==> config.mk <==
export PLATFORM = sky130hd
export DESIGN_NAME = pba_arbiter
export DESIGN_NICKNAME = d
export VERILOG_FILES = /design/src/include/pba_pkg.sv /design/src/pba_sync.sv /design/src/pba_rr.sv /design/src/pba_arbiter.sv
export VERILOG_INCLUDE_DIRS = /design/src /design/src/include
export SDC_FILE = /design/constraint.sdc
export NUM_CORES = 1
export LEC_CHECK = 0
export ABC_AREA = 1
export BUFFER_PORTS_ARGS = -buffer_cell sky130_fd_sc_hd__buf_4
export CORE_MARGIN = 2
export CORE_UTILIZATION = 52
export DETAILED_ROUTE_END_ITERATION = 12
export GPL_ROUTABILITY_DRIVEN = 1
export PLACE_DENSITY_LB_ADDON = 0.3
export SKIP_CTS_REPAIR_TIMING = 1
export SYNTH_ARGS = -nofsm -noshare
export SYNTH_HDL_FRONTEND = slang
export SYNTH_SLANG_ARGS = --single-unit
==> constraint.sdc <==
create_clock -name pclk -period 2.3 [get_ports pclk]
set_input_delay 0.46 -clock pclk [delete_from_list [all_inputs] [get_ports pclk]]
set_output_delay 0.46 -clock pclk [all_outputs]
set_load 0.02 [all_outputs]
==> src/include/pba_map.svh <==
// register offsets, field positions, reset values and timing counts of the
// processor bus arbiter; included by the arbiter module and the testbench
`ifndef PBA_MAP_SVH
`define PBA_MAP_SVH
// ==========================================
// offsets (byte addresses, one word each)
`define PBA_OFS_ARB_CTRL  12'h000
`define PBA_OFS_RESET_CS  12'h004
`define PBA_OFS_MISC_CS   12'h008
// ==========================================
// field positions
`define PBA_F_EN_LSB      0
`define PBA_F_PRI_LSB     3
`define PBA_F_PARK_BIT    7
`define PBA_F_SEL_LSB     8
`define PBA_F_DLY_BIT     10
`define PBA_F_ARBON_BIT   11
`define PBA_F_OWNER_LSB   12
`define PBA_F_BOOT_BIT    0
`define PBA_F_QUAL_BIT    1
`define PBA_F_LOCK_LSB    0
// ==========================================
// reset values
`define PBA_RST_EN_PB     3'h1
`define PBA_RST_EN_PCI    3'h0
`define PBA_RST_LOCK_PB   2'h3
`define PBA_RST_LOCK_PCI  2'h0
`define PBA_RST_PRI       4'h0
`define PBA_RST_PARK      1'b1
`define PBA_RST_SEL       2'h0
// ==========================================
// timing: edges after reset release before straps are taken
`define PBA_STRAP_WAIT    2'h2
`endif

==> src/include/pba_pkg.sv <==
// types shared by the processor bus arbiter files
// assumes pba_map.svh sits on the include path
package pba_pkg;
  typedef struct packed {
    logic       dly;
    logic [1:0] park_sel;
    logic       park_last;
    logic [3:0] pri;
    logic [2:0] en;
  } pba_arb_ctrl_t;

  // synchronised processor bus pins, active high
  typedef struct packed {
    logic ts;
    logic tt;
    logic aack;
    logic dbb;
  } pba_bus_in_t;

  typedef enum logic [1:0] {
    DG_IDLE  = 2'b00,
    DG_DELAY = 2'b01,
    DG_PEND  = 2'b11,
    DG_GRANT = 2'b10
  } pba_dg_state_t;
endpackage

==> src/pba_sync.sv <==
// two flip-flop synchroniser for a bundle of pin levels
// assumes each bit is an independent slow level
`timescale 1ns/1ps
module pba_sync #(
  parameter int W = 1
) (
  input  wire logic         clk,
  input  wire logic         rst_n,
  input  wire logic [W-1:0] d,
  input  wire logic [W-1:0] rst_val,
  output logic      [W-1:0] q
);
  logic [W-1:0] meta_reg;
  // rst_val is a tie-off constant at every instance
  always_ff @(posedge clk or negedge rst_n) begin
    if (!rst_n) begin
      meta_reg <= '0;
      q        <= '0;
    end else begin
      meta_reg <= d ^ rst_val;
      q        <= meta_reg;
    end
  end
endmodule

==> src/pba_rr.sv <==
// round-robin picker: first request after the last one taken
// assumes adv is only raised while some request is present
`timescale 1ns/1ps
module pba_rr #(
  parameter int N = 4
) (
  input  wire logic                 clk,
  input  wire logic                 rst_n,
  input  wire logic [N-1:0]         req,
  input  wire logic                 adv,
  output logic      [$clog2(N)-1:0] pick
);
  logic [$clog2(N)-1:0] last_reg;
  logic [$clog2(N)-1:0] idx;

  always_comb begin
    pick = last_reg;
    for (int k = N; k >= 1; k--) begin
      idx = $clog2(N)'((int'(last_reg) + k) % N);
      if (req[idx]) begin
        pick = idx;
      end
    end
  end

  always_ff @(posedge clk or negedge rst_n) begin
    if (!rst_n) begin
      last_reg <= '0;
    end else if (adv) begin
      last_reg <= pick;
    end
  end
endmodule

==> src/pba_arbiter.sv <==
// processor bus arbiter with APB register slave
// assumes APB master on pclk; bus pins are asynchronous and synchronised here
// Summary of operation
// - strap enables arbiter; else use line 1
// - serve own master plus three external masters
// - disabled external masters are ignored
// - two priority levels, round robin each
// - grant moves on idle request or acknowledge
// - park on last or selected master
// - type bit at start requests data bus
// - data grant one clock, or two delayed
// - negate data grant once master qualifies
// - qualify mode holds grant while bus busy
// - type bit low means address only
// - PCI boot: flag set, enables cleared
// - bus boot: flag clear, master 1 enabled
// - PCI boot clears both lockout bits
// - lockout bit retries configuration cycles
// - boot strap applies with arbiter disabled too
`timescale 1ns/1ps
`include "pba_map.svh"
module pba_arbiter
  import pba_pkg::*;
(
  input  wire logic        pclk,
  input  wire logic        presetn,
  input  wire logic [11:0] paddr,
  input  wire logic        psel,
  input  wire logic        penable,
  input  wire logic        pwrite,
  input  wire logic [31:0] pwdata,
  output logic      [31:0] prdata,
  output logic             pready,
  output logic             pslverr,
  input  wire logic        host_arbiter_strap,
  input  wire logic        boot_source_strap,
  input  wire logic        grant_qualify_strap,
  input  wire logic [3:1]  addr_bus_request_n,
  output logic      [3:1]  addr_bus_grant_n,
  output logic      [3:1]  data_bus_grant_n,
  input  wire logic        transfer_start_n,
  input  wire logic        transfer_type_bit,
  input  wire logic        addr_acknowledge_n,
  input  wire logic        data_bus_busy_n,
  input  wire logic        int_addr_request,
  input  wire logic        int_data_busy,
  output logic             int_addr_grant,
  output logic             int_data_grant,
  output logic             own_request_n,
  input  wire logic        own_addr_grant_n,
  input  wire logic        own_data_grant_n,
  input  wire logic [1:0]  eeprom_lockout_clear,
  output logic      [1:0]  config_lockout
);
  // ==========================================
  // pin synchronisers (active-low pins inverted on the way in)
  logic [11:0]   sync_q;
  logic          arb_strap_s;
  logic          boot_strap_s;
  logic          qual_strap_s;
  logic [3:1]    req_s;
  logic          own_ag_s;
  logic          own_dg_s;
  pba_bus_in_t   bus_s;

  pba_sync #(.W(12)) u_sync (
    .clk     (pclk),
    .rst_n   (presetn),
    .d       ({host_arbiter_strap, boot_source_strap, grant_qualify_strap,
               addr_bus_request_n, transfer_start_n, transfer_type_bit,
               addr_acknowledge_n, data_bus_busy_n,
               own_addr_grant_n, own_data_grant_n}),
    .rst_val (12'h1ef),
    .q       (sync_q)
  );
  assign {arb_strap_s, boot_strap_s, qual_strap_s, req_s} = sync_q[11:6];
  assign bus_s    = sync_q[5:2];
  assign own_ag_s = sync_q[1];
  assign own_dg_s = sync_q[0];

  // ==========================================
  // strap capture after reset release
  logic [1:0] strap_cnt_reg;
  logic       straps_done_reg;
  logic       load_go;

  assign load_go = !straps_done_reg && (strap_cnt_reg == `PBA_STRAP_WAIT);

  always_ff @(posedge pclk or negedge presetn) begin
    if (!presetn) begin
      strap_cnt_reg   <= 2'h0;
      straps_done_reg <= 1'b0;
    end else if (!straps_done_reg) begin
      strap_cnt_reg   <= strap_cnt_reg + 2'h1;
      straps_done_reg <= load_go;
    end
  end

  // ==========================================
  // APB slave: one wait state so read data leave a flop
  pba_arb_ctrl_t ctrl_reg;
  logic          arb_on_reg;
  logic          boot_pci_reg;
  logic          qual_mode_reg;
  logic [1:0]    lock_reg;
  logic [1:0]    owner_reg;
  logic          acc;
  logic          fire;
  logic          hit_ctrl;
  logic          hit_reset;
  logic          hit_misc;
  logic [31:0]   rdata;

  assign acc       = psel && penable;
  assign fire      = acc && pready;
  assign hit_ctrl  = (paddr == `PBA_OFS_ARB_CTRL);
  assign hit_reset = (paddr == `PBA_OFS_RESET_CS);
  assign hit_misc  = (paddr == `PBA_OFS_MISC_CS);

  always_comb begin
    rdata = 32'h0000_0000;
    if (hit_ctrl) begin
      rdata[`PBA_F_SEL_LSB +: 3]    = {ctrl_reg.dly, ctrl_reg.park_sel};
      rdata[`PBA_F_PARK_BIT]        = ctrl_reg.park_last;
      rdata[`PBA_F_PRI_LSB +: 4]    = ctrl_reg.pri;
      rdata[`PBA_F_EN_LSB +: 3]     = ctrl_reg.en;
      rdata[`PBA_F_ARBON_BIT]       = arb_on_reg;
      rdata[`PBA_F_OWNER_LSB +: 2]  = owner_reg;
    end else if (hit_reset) begin
      rdata[`PBA_F_BOOT_BIT] = boot_pci_reg;
      rdata[`PBA_F_QUAL_BIT] = qual_mode_reg;
    end else if (hit_misc) begin
      rdata[`PBA_F_LOCK_LSB +: 2] = lock_reg;
    end
  end

  always_ff @(posedge pclk or negedge presetn) begin
    if (!presetn) begin
      pready  <= 1'b0;
      pslverr <= 1'b0;
      prdata  <= 32'h0000_0000;
    end else begin
      pready  <= acc && !pready;
      pslverr <= acc && !pready && !(hit_ctrl || hit_reset || hit_misc);
      if (acc && !pready && !pwrite) begin
        prdata <= rdata;
      end
    end
  end

  // ==========================================
  // configuration registers
  always_ff @(posedge pclk or negedge presetn) begin
    if (!presetn) begin
      ctrl_reg <= '{dly: 1'b0, park_sel: `PBA_RST_SEL, park_last: `PBA_RST_PARK,
                    pri: `PBA_RST_PRI, en: `PBA_RST_EN_PCI};
    end else if (load_go) begin
      // boot choice sets enables whether or not the arbiter is on
      ctrl_reg.en <= boot_strap_s ? `PBA_RST_EN_PCI : `PBA_RST_EN_PB;
    end else if (fire && pwrite && hit_ctrl) begin
      ctrl_reg.en        <= pwdata[`PBA_F_EN_LSB +: 3];
      ctrl_reg.pri       <= pwdata[`PBA_F_PRI_LSB +: 4];
      ctrl_reg.park_last <= pwdata[`PBA_F_PARK_BIT];
      ctrl_reg.park_sel  <= pwdata[`PBA_F_SEL_LSB +: 2];
      ctrl_reg.dly       <= pwdata[`PBA_F_DLY_BIT];
    end
  end

  always_ff @(posedge pclk or negedge presetn) begin
    if (!presetn) begin
      arb_on_reg    <= 1'b0;
      boot_pci_reg  <= 1'b0;
      qual_mode_reg <= 1'b0;
    end else if (load_go) begin
      arb_on_reg    <= arb_strap_s;
      boot_pci_reg  <= boot_strap_s;
      qual_mode_reg <= qual_strap_s;
    end else if (fire && pwrite && hit_reset) begin
      qual_mode_reg <= pwdata[`PBA_F_QUAL_BIT];
    end
  end

  // lockout held set through reset so no config cycle slips in early
  always_ff @(posedge pclk or negedge presetn) begin
    if (!presetn) begin
      lock_reg <= `PBA_RST_LOCK_PB;
    end else if (load_go) begin
      lock_reg <= boot_strap_s ? `PBA_RST_LOCK_PCI : `PBA_RST_LOCK_PB;
    end else begin
      if (fire && pwrite && hit_misc) begin
        lock_reg <= pwdata[`PBA_F_LOCK_LSB +: 2];
      end
      if (eeprom_lockout_clear[0]) begin
        lock_reg[0] <= 1'b0;
      end
      if (eeprom_lockout_clear[1]) begin
        lock_reg[1] <= 1'b0;
      end
    end
  end

  always_ff @(posedge pclk or negedge presetn) begin
    if (!presetn) begin
      config_lockout <= `PBA_RST_LOCK_PB;
    end else begin
      config_lockout <= lock_reg;
    end
  end

  // ==========================================
  // address bus arbitration
  logic [3:0] req_v;
  logic [3:0] hi_req;
  logic [3:0] lo_req;
  logic [1:0] hi_pick;
  logic [1:0] lo_pick;
  logic [1:0] winner;
  logic [1:0] park_tgt;
  logic       choose_lo;
  logic       addr_busy_reg;
  logic       low_turn_reg;
  logic       running;
  logic       update;

  assign running   = arb_on_reg && straps_done_reg;
  assign req_v     = {req_s & ctrl_reg.en, int_addr_request};
  assign hi_req    = req_v & ctrl_reg.pri;
  assign lo_req    = req_v & ~ctrl_reg.pri;
  // low group takes the turn after a high-group grant made while a low request waits
  assign choose_lo = (|lo_req) && (!(|hi_req) || low_turn_reg);
  assign winner    = choose_lo ? lo_pick : hi_pick;
  assign park_tgt  = ctrl_reg.park_last ? owner_reg : ctrl_reg.park_sel;
  assign update    = running && (bus_s.aack ||
                     (!addr_busy_reg && (|req_v) && !req_v[owner_reg]));

  pba_rr #(.N(4)) u_rr_hi (
    .clk   (pclk),
    .rst_n (presetn),
    .req   (hi_req),
    .adv   (update && (|req_v) && !choose_lo),
    .pick  (hi_pick)
  );

  pba_rr #(.N(4)) u_rr_lo (
    .clk   (pclk),
    .rst_n (presetn),
    .req   (lo_req),
    .adv   (update && choose_lo),
    .pick  (lo_pick)
  );

  always_ff @(posedge pclk or negedge presetn) begin
    if (!presetn) begin
      owner_reg    <= `PBA_RST_SEL;
      low_turn_reg <= 1'b0;
    end else if (load_go) begin
      owner_reg <= ctrl_reg.park_sel;
    end else if (update) begin
      owner_reg    <= (|req_v) ? winner : park_tgt;
      low_turn_reg <= (|req_v) && !choose_lo && (|lo_req);
    end
  end

  // address tenure runs from transfer start to acknowledge
  always_ff @(posedge pclk or negedge presetn) begin
    if (!presetn) begin
      addr_busy_reg <= 1'b0;
    end else if (bus_s.aack) begin
      addr_busy_reg <= 1'b0;
    end else if (bus_s.ts) begin
      addr_busy_reg <= 1'b1;
    end
  end

  // grants are unqualified; masters check bus busy before driving
  always_ff @(posedge pclk or negedge presetn) begin
    if (!presetn) begin
      addr_bus_grant_n <= 3'h7;
      int_addr_grant   <= 1'b0;
      own_request_n    <= 1'b1;
    end else begin
      for (int i = 1; i <= 3; i++) begin
        addr_bus_grant_n[i] <= !(running && owner_reg == 2'(i));
      end
      int_addr_grant <= arb_on_reg ? (running && owner_reg == 2'h0) : own_ag_s;
      own_request_n  <= arb_on_reg || !int_addr_request;
    end
  end

  // ==========================================
  // data bus arbitration
  pba_dg_state_t dg_state_reg;
  pba_dg_state_t dg_next;
  logic [1:0]    dmaster_reg;
  logic          dbb_d_reg;
  logic          ibusy_d_reg;
  logic          qual_ok;
  logic          started;
  logic [1:0]    dgrant_tgt;

  assign qual_ok = !qual_mode_reg || !(bus_s.dbb || int_data_busy);
  assign started = (dmaster_reg == 2'h0) ? (int_data_busy && !ibusy_d_reg)
                                         : (bus_s.dbb && !dbb_d_reg);
  // direct grant leaves idle before the master latch has caught the owner
  assign dgrant_tgt = (dg_state_reg == DG_IDLE) ? owner_reg : dmaster_reg;

  always_comb begin
    dg_next = dg_state_reg;
    unique case (dg_state_reg)
      DG_IDLE: begin
        // type bit only counts in the start cycle; it is stale a clock later
        if (running && bus_s.ts && bus_s.tt) begin
          if (ctrl_reg.dly) begin
            dg_next = DG_DELAY;
          end else begin
            dg_next = qual_ok ? DG_GRANT : DG_PEND;
          end
        end
      end
      DG_DELAY: begin
        dg_next = qual_ok ? DG_GRANT : DG_PEND;
      end
      DG_PEND: begin
        if (qual_ok) begin
          dg_next = DG_GRANT;
        end
      end
      DG_GRANT: begin
        if (started) begin
          dg_next = DG_IDLE;
        end
      end
    endcase
  end

  always_ff @(posedge pclk or negedge presetn) begin
    if (!presetn) begin
      dg_state_reg <= DG_IDLE;
      dmaster_reg  <= 2'h0;
      dbb_d_reg    <= 1'b0;
      ibusy_d_reg  <= 1'b0;
    end else begin
      dg_state_reg <= dg_next;
      dbb_d_reg    <= bus_s.dbb;
      ibusy_d_reg  <= int_data_busy;
      if (dg_state_reg == DG_IDLE && bus_s.ts) begin
        dmaster_reg <= owner_reg;
      end
    end
  end

  always_ff @(posedge pclk or negedge presetn) begin
    if (!presetn) begin
      data_bus_grant_n <= 3'h7;
      int_data_grant   <= 1'b0;
    end else begin
      for (int i = 1; i <= 3; i++) begin
        data_bus_grant_n[i] <= !(dg_next == DG_GRANT && dgrant_tgt == 2'(i));
      end
      int_data_grant <= arb_on_reg ? (dg_next == DG_GRANT && dgrant_tgt == 2'h0)
                                   : own_dg_s;
    end
  end

  // ==========================================
  // checks
  winner_req_a: assert property (@(posedge pclk) disable iff (!presetn)
    (update && (|req_v)) |-> req_v[winner])
    else $error("grant given to a master that is not requesting");
  grant_move_a: assert property (@(posedge pclk) disable iff (!presetn)
    ($past(straps_done_reg) && owner_reg != $past(owner_reg)) |-> $past(update))
    else $error("address owner moved without idle request or acknowledge");
  park_select_a: assert property (@(posedge pclk) disable iff (!presetn)
    (update && !(|req_v) && !ctrl_reg.park_last) |=> owner_reg == $past(ctrl_reg.park_sel))
    else $error("bus not parked on selected master");
  park_last_a: assert property (@(posedge pclk) disable iff (!presetn)
    (update && !(|req_v) && ctrl_reg.park_last) |=> $stable(owner_reg))
    else $error("bus not parked on last master");
  addr_only_a: assert property (@(posedge pclk) disable iff (!presetn)
    (dg_state_reg == DG_IDLE && running && bus_s.ts && !bus_s.tt)
    |=> ##1 (data_bus_grant_n == 3'h7 && !int_data_grant))
    else $error("data bus granted on address only cycle");
  dgrant_one_a: assert property (@(posedge pclk) disable iff (!presetn)
    (dg_state_reg == DG_IDLE && running && bus_s.ts && !ctrl_reg.dly && bus_s.tt && qual_ok)
    |=> ((data_bus_grant_n != 3'h7) || int_data_grant))
    else $error("data grant not one clock after start");
  dgrant_two_a: assert property (@(posedge pclk) disable iff (!presetn)
    (dg_state_reg == DG_IDLE && running && bus_s.ts && bus_s.tt && ctrl_reg.dly)
    |=> (data_bus_grant_n == 3'h7 && !int_data_grant && dg_state_reg == DG_DELAY))
    else $error("delayed sample granted early");
  qual_hold_a: assert property (@(posedge pclk) disable iff (!presetn)
    (dg_state_reg == DG_PEND && !qual_ok) |=> dg_state_reg == DG_PEND)
    else $error("data grant issued while bus busy in qualify mode");
  dgrant_drop_a: assert property (@(posedge pclk) disable iff (!presetn)
    (dg_state_reg == DG_GRANT && started) |=> (data_bus_grant_n == 3'h7 && !int_data_grant))
    else $error("data grant kept after qualification");
  boot_load_a: assert property (@(posedge pclk) disable iff (!presetn)
    load_go |=> ##1 (config_lockout == (boot_pci_reg ? `PBA_RST_LOCK_PCI : `PBA_RST_LOCK_PB)
                 && ctrl_reg.en == (boot_pci_reg ? `PBA_RST_EN_PCI : `PBA_RST_EN_PB)))
    else $error("boot strap defaults not applied");
  own_req_a: assert property (@(posedge pclk) disable iff (!presetn)
    (!arb_on_reg && int_addr_request) |=> !own_request_n)
    else $error("own request not driven to external arbiter");
endmodule

==> results of run 1 <==
path summary, 6_finish.rpt:
check                      slack [ns]                  to                 from
max in group asynchronous        1.56         ctrl_reg[7]              presetn
min                              0.07  u_sync.meta_reg[4]              presetn
min reg2reg                      0.35         u_sync.q[6]   u_sync.meta_reg[6]
max                              0.48        owner_reg[0]  u_rr_hi.last_reg[0]
max reg2reg                      0.48        owner_reg[0]  u_rr_hi.last_reg[0]
min in group pclk                0.21  u_sync.meta_reg[9]  grant_qualify_strap
stage by stage:
step,power (uW),setup slack (ns),hold slack (ns),instance area [sq um]
floorplan,2357,0.6793,0.1644,3956
global placement,2597,0.4618,0.3321,4471
detailed placement,2632,0.4184,0.3347,4471
CTS,3601,0.4856,0.07346,4656
global route,3780,0.2751,0.09293,4656
finish,3575,0.4752,0.07145,4656
cells by family (layout without fill, tap and decap cells):
family | after synthesis | after routing | synth area share [%]
and+or+nand+nor | 215 | 215 | 24.14
buffers and inverters | 89 | 154 | 10.67
DFF | 84 | 84 | 54.39
AOI/OAI and AO/OA | 56 | 56 | 9.868
adders and majority gates | 1 | 1 | 0.3214
other | 1 | 18 | 0.09634
xor gates and xnor gates | 1 | 1 | 0.2250
muxes | 1 | 1 | 0.2893
critical path, stage by stage, from the launching register on:
cell and delay (ns):
dfrtp_1 0.55, inv_1 0.23, nand2_1 0.13, nor2_1 0.05, nor2_1 0.14, nand2_1 0.08, o21ai_0 0.16, nand2_1 0.07
nand2_1 0.11, nand2_1 0.06, nand3_1 0.09, a21oi_1 0.06
report_power, final:
part,switching [uW],internal [uW]
Clock,538,429
Combinational,535,317
Sequential,121,1640
Total,1190,2380
routing by layer:
| layer | GRT usage, % | up-vias | part of all wire, % |
|---|---|---|---|
| li1 | - | 1536 | - |
| met1 | 27.09 | 1480 | 45 |
| met2 | 32.65 | 123 | 47 |
| met3 | 4.341 | 19 | 5.9 |
| met4 | 10.26 | 0 | 2.4 |
| met5 | 0 | - | 0 |
area by class of cell:
cell class                      count  share of cell area [%]
Sequential cell                    84                   45.47
Multi-Input combinational cell    292                   30.58
Timing Repair Buffer               73                   12.04
Inverter                           65                   5.267
Clock buffer                       10                   2.956
Tap cell                           99                   2.661
Clock inverter                      6                   1.021
synthesized netlist by cell type (2+ instances only):
cell type	instances	share of area (%)
nand2_1	114	11
dfrtp_1	72	46
inv_1	59	5.7
nor2_1	46	4.4
nand3_1	30	3.9
o21ai_0	23	3.0
buf_4	21	4.1
o31ai_1	13	2.5
dfstp_2	12	8.1
a21oi_1	7	0.90
nand4_1	5	0.80
inv_2	4	0.39
nor2_2	4	0.64
nor2_4	4	1.2
a31oi_1	3	0.48
nand2_2	3	0.48
a41oi_1	2	0.45
clkbuf_1	2	0.19
nand3b_1	2	0.39
or2_2	2	0.32
==> flow_summary.ini, run 1 <==
[final_layout]
n_fill_cell = 624
largest_register_ffs = 14
seq_area_sq_um = 2117
multi_input_area_sq_um = 1424
diodes = 0
drive_gt1_share_pct = 23.77
utilization_pct = 64.19
final_cells = 629
nets = 591
layout.cells.most_common = nand2_1
synthToLayoutAreaGrowth_pct = 19.61
layout_common_cells = 114 x nand2_1, 72 x dfrtp_1, 72 x buf_4

[routing]
drc = 0
post_drt_via_cell_ratio = 5.021
wl_um = 8107
antenna_left = 0
drt_iter0_markers = 162
num_vias = 3158
wl_per_cell_um = 12.89
drt-pass1-iter-count = 7

[placed_design]
portBuffers = 70
dp.cells = 613
dp_hpwl_um = 6078
globalplace.congestion = 0.9270

[synth]
synth-seq-cells = 84
ys.flop_type = dfrtp_1
syn_inst = 448
ys_warn_count = 0
yosysSeqAreaShare_pct = 54.39
synth-edff-count = 0
synthArstFlopShare_pct = 100.0
netlist_area_sq_um = 3892
avgSynthCellArea_sq_um = 8.689
synthDistinctLibCells = 40

[timing]
fmax_mhz = 548.0
timing.final.crit_share_pct = 79.34
rsz0062_at_grt = no
skew_ns = 0.005628
finalSetupViolCount = 0
tns_ns = 0
slew_headroom_pct = 54.10
tightestPinTransition_ns = 0.6877
slew_violations = 0
period_minus_slack_ns = 1.825
finalHoldViolCount = 0

[clock_network]
numCtsBuffers = 9
htree_levels = 3
root_buffer = clkbuf_8
numClockSinks = 84
path_clk_slew_ns = 0.08
cts_tree = built
cts_max_path_buffers = 2
worstSkewPairLatency_ns = 0.35

[grt]
antenna_found_initial = 0
overflow = 0
grt_pass1_wl_um = 13460
grt_max_degree = 46
grt_util_all_layers_pct = 20.65
grt_pass1_vias = 2985

[floorplanning]
die_x_um = 90.52
start_util_pct = 53.67
core_area_sq_um = 7253
row_count = 31
dieArea_sq_um = 8194
pin_count = 110
die_h_um = 90.52

[critical_path]
path_class = reg -> reg
reg2reg_depth = 11
cp.required_ns = 2.54
cp-start-kind = register
cp_data_arrival_time_ns = 2.07
critPathMaxFanout = 11
end_kind = register

[power_and_ir_drop]
p_per_area_nw_per_um2 = 767.8
peakVddDrop_mv = 0.3657
leakage_uw = 0.002370

[job]
drv_cap = 0

[worst_hold_path]
hold_class = in -> async

[outcome]
outcome = completed
Note: power is estimated with default switching activity, not from simulation.
==> run 2: changes to the inputs <==
--- a/config.mk
+++ b/config.mk
@@ -9,7 +9,7 @@
 export ABC_AREA = 1
 export BUFFER_PORTS_ARGS = -buffer_cell sky130_fd_sc_hd__buf_4
 export CORE_MARGIN = 2
-export CORE_UTILIZATION = 52
+export CORE_UTILIZATION = 47
 export DETAILED_ROUTE_END_ITERATION = 12
 export GPL_ROUTABILITY_DRIVEN = 1
 export PLACE_DENSITY_LB_ADDON = 0.3
==> constraint.sdc (replaced) <==
create_clock -name pclk -period 1.6 [get_ports pclk]
set_input_delay 0.32 -clock pclk [delete_from_list [all_inputs] [get_ports pclk]]
set_output_delay 0.32 -clock pclk [all_outputs]
set_load 0.02 [all_outputs]
==> run 2 against run 1 <==
Non-clock buffer count grew 25; cell count up 4.9%; sequential power is 43% higher; hold slack got worse by 0.0075 ns; core utilization shrank 2.9 points; critical path depth shrank 3; the flow now finishes with violations (negative setup slack).
==> flow_summary.ini, run 2 (synthesis gave the netlist of run 1 again) <==
[timing]
skew_ns = 0.01342
timing.final.crit_share_pct = 106.1
tns_ns = -0.1821
slew_violations = 0
fmax_mhz = 589.1
fin_ws_ns = -0.09750
rsz0062_at_grt = yes
period_minus_slack_ns = 1.698
finalHoldViolCount = 0
holdWs_ns = 0.06395
finalSetupViolCount = 4

[critical_path]
crit_slowest_cell = dfrtp_1
path_class = reg -> reg
reg2reg_depth = 8
r2r_start = u_sync.q[8]
cp-start-kind = register
cp.required_ns = 1.85
cp_data_arrival_time_ns = 1.95
path_buf_inv = 2
reg2reg_slack_ns = -0.1
endpoint = owner_reg[1]
end_kind = register
crit_start = u_sync.q[8]
r2r_end = owner_reg[1]
cp_num_cells = 8
crit_path_max_incr_delay_ns = 0.39
path_delay_family = simple AND/OR/NAND/NOR gates
path_cells = nand2_2 > buf_4 > nand4_1 > inv_1 > nor2_1 > nor2_1 > a21oi_1 > a21oi_2
crit_top_cell = nor2_1
critPathMaxFanout = 4

[floorplanning]
dieArea_sq_um = 9026
die_x_um = 95.01
row_count = 33
die_h_um = 95.01
core_area_sq_um = 8134
pin_count = 110
start_util_pct = 47.85

[routing]
wl_um = 8968
drc = 0
wl_per_cell_um = 13.59
antenna_left = 0
drt-pass1-iter-count = 7
num_vias = 3342
post_drt_via_cell_ratio = 5.064
drt_iter0_markers = 185

[final_layout]
layout.cells.most_common = nand2_1
nets = 616
utilization_pct = 61.30
multi_input_area_sq_um = 1479
n_fill_cell = 657
diodes = 0
seq_area_sq_um = 2126
largest_register_ffs = 14
synthToLayoutAreaGrowth_pct = 28.09
layout_common_cells = 108 x nand2_1, 93 x buf_4, 65 x dfrtp_1
drive_gt1_share_pct = 31.53

[grt]
grt_pass1_wl_um = 14100
grt_util_all_layers_pct = 20.59
grt_pass1_vias = 3107
antenna_found_initial = 0
grt_max_degree = 33
overflow = 0

[power_and_ir_drop]
peakVddDrop_mv = 0.4945
leakage_uw = 0.002523
p_per_area_nw_per_um2 = 1124

[job]
drv_cap = 0

[placed_design]
dp_slack_ns = -0.02723
dp_hpwl_um = 6371
portBuffers = 70
globalplace.congestion = 0.9347

[worst_hold_path]
hold_class = in -> reg
holdPathStages = 1

[clock_network]
cts_tree = built
path_clk_slew_ns = 0.08
numCtsBuffers = 9
root_buffer = clkbuf_8
htree_levels = 3
cts_max_path_buffers = 2
worstSkewPairLatency_ns = 0.36
numClockSinks = 84

[outcome]
outcome = complete, but fails checks
failed_checks = negative setup slack
==> run 2: worst min-delay path by stage <==
stage	startpoint	to	slack, ns
after floorplan	presetn	addr_busy_reg	0.02
after global placement	presetn	u_sync.meta_reg[2]	0.25
after detailed placement	presetn	u_sync.meta_reg[2]	0.26
after CTS	presetn	u_sync.meta_reg[2]	-0.12
after global routing	transfer_type_bit	u_sync.meta_reg[4]	0.05
final	transfer_type_bit	u_sync.meta_reg[4]	0.06
==> run 2: layout make-up <==
| class | count | share of cell area (%) |
|---|---|---|
| Sequential cell | 84 | 42.63 |
| Multi-Input combinational cell | 292 | 29.66 |
| Timing Repair Buffer | 98 | 15.63 |
| Clock inverter | 6 | 1.757 |
| Tap cell | 105 | 2.635 |
| Inverter | 65 | 5.119 |
| Clock buffer | 10 | 2.560 |
==> run 2: per-stage QoR <==
stage                     instance area [sq um]  power (uW)  instances
after floorplan                            3958        3388        465
after global placement                     4602        3771        632
after detailed placement                   4602        3842        632
after CTS                                  4817        5481        648
after global routing                       4986        5919        660
final                                      4986        5607        660
==> run 2: report_power, final <==
group          total [uW]  internal [uW]  switching, uW
Sequential           2520           2360            165
Clock                1660            883            775
Combinational        1430            559            869
Total                5610           3800           1810
==> run 2: routing by layer <==
metal	part of all wire [%]	global-route usage [%]	vias up
met5	0	0	-
met2	48	32.15	143
met1	42	26.93	1571
met3	6.5	4.789	31
li1	-	-	1597
met4	3.2	10.39	0
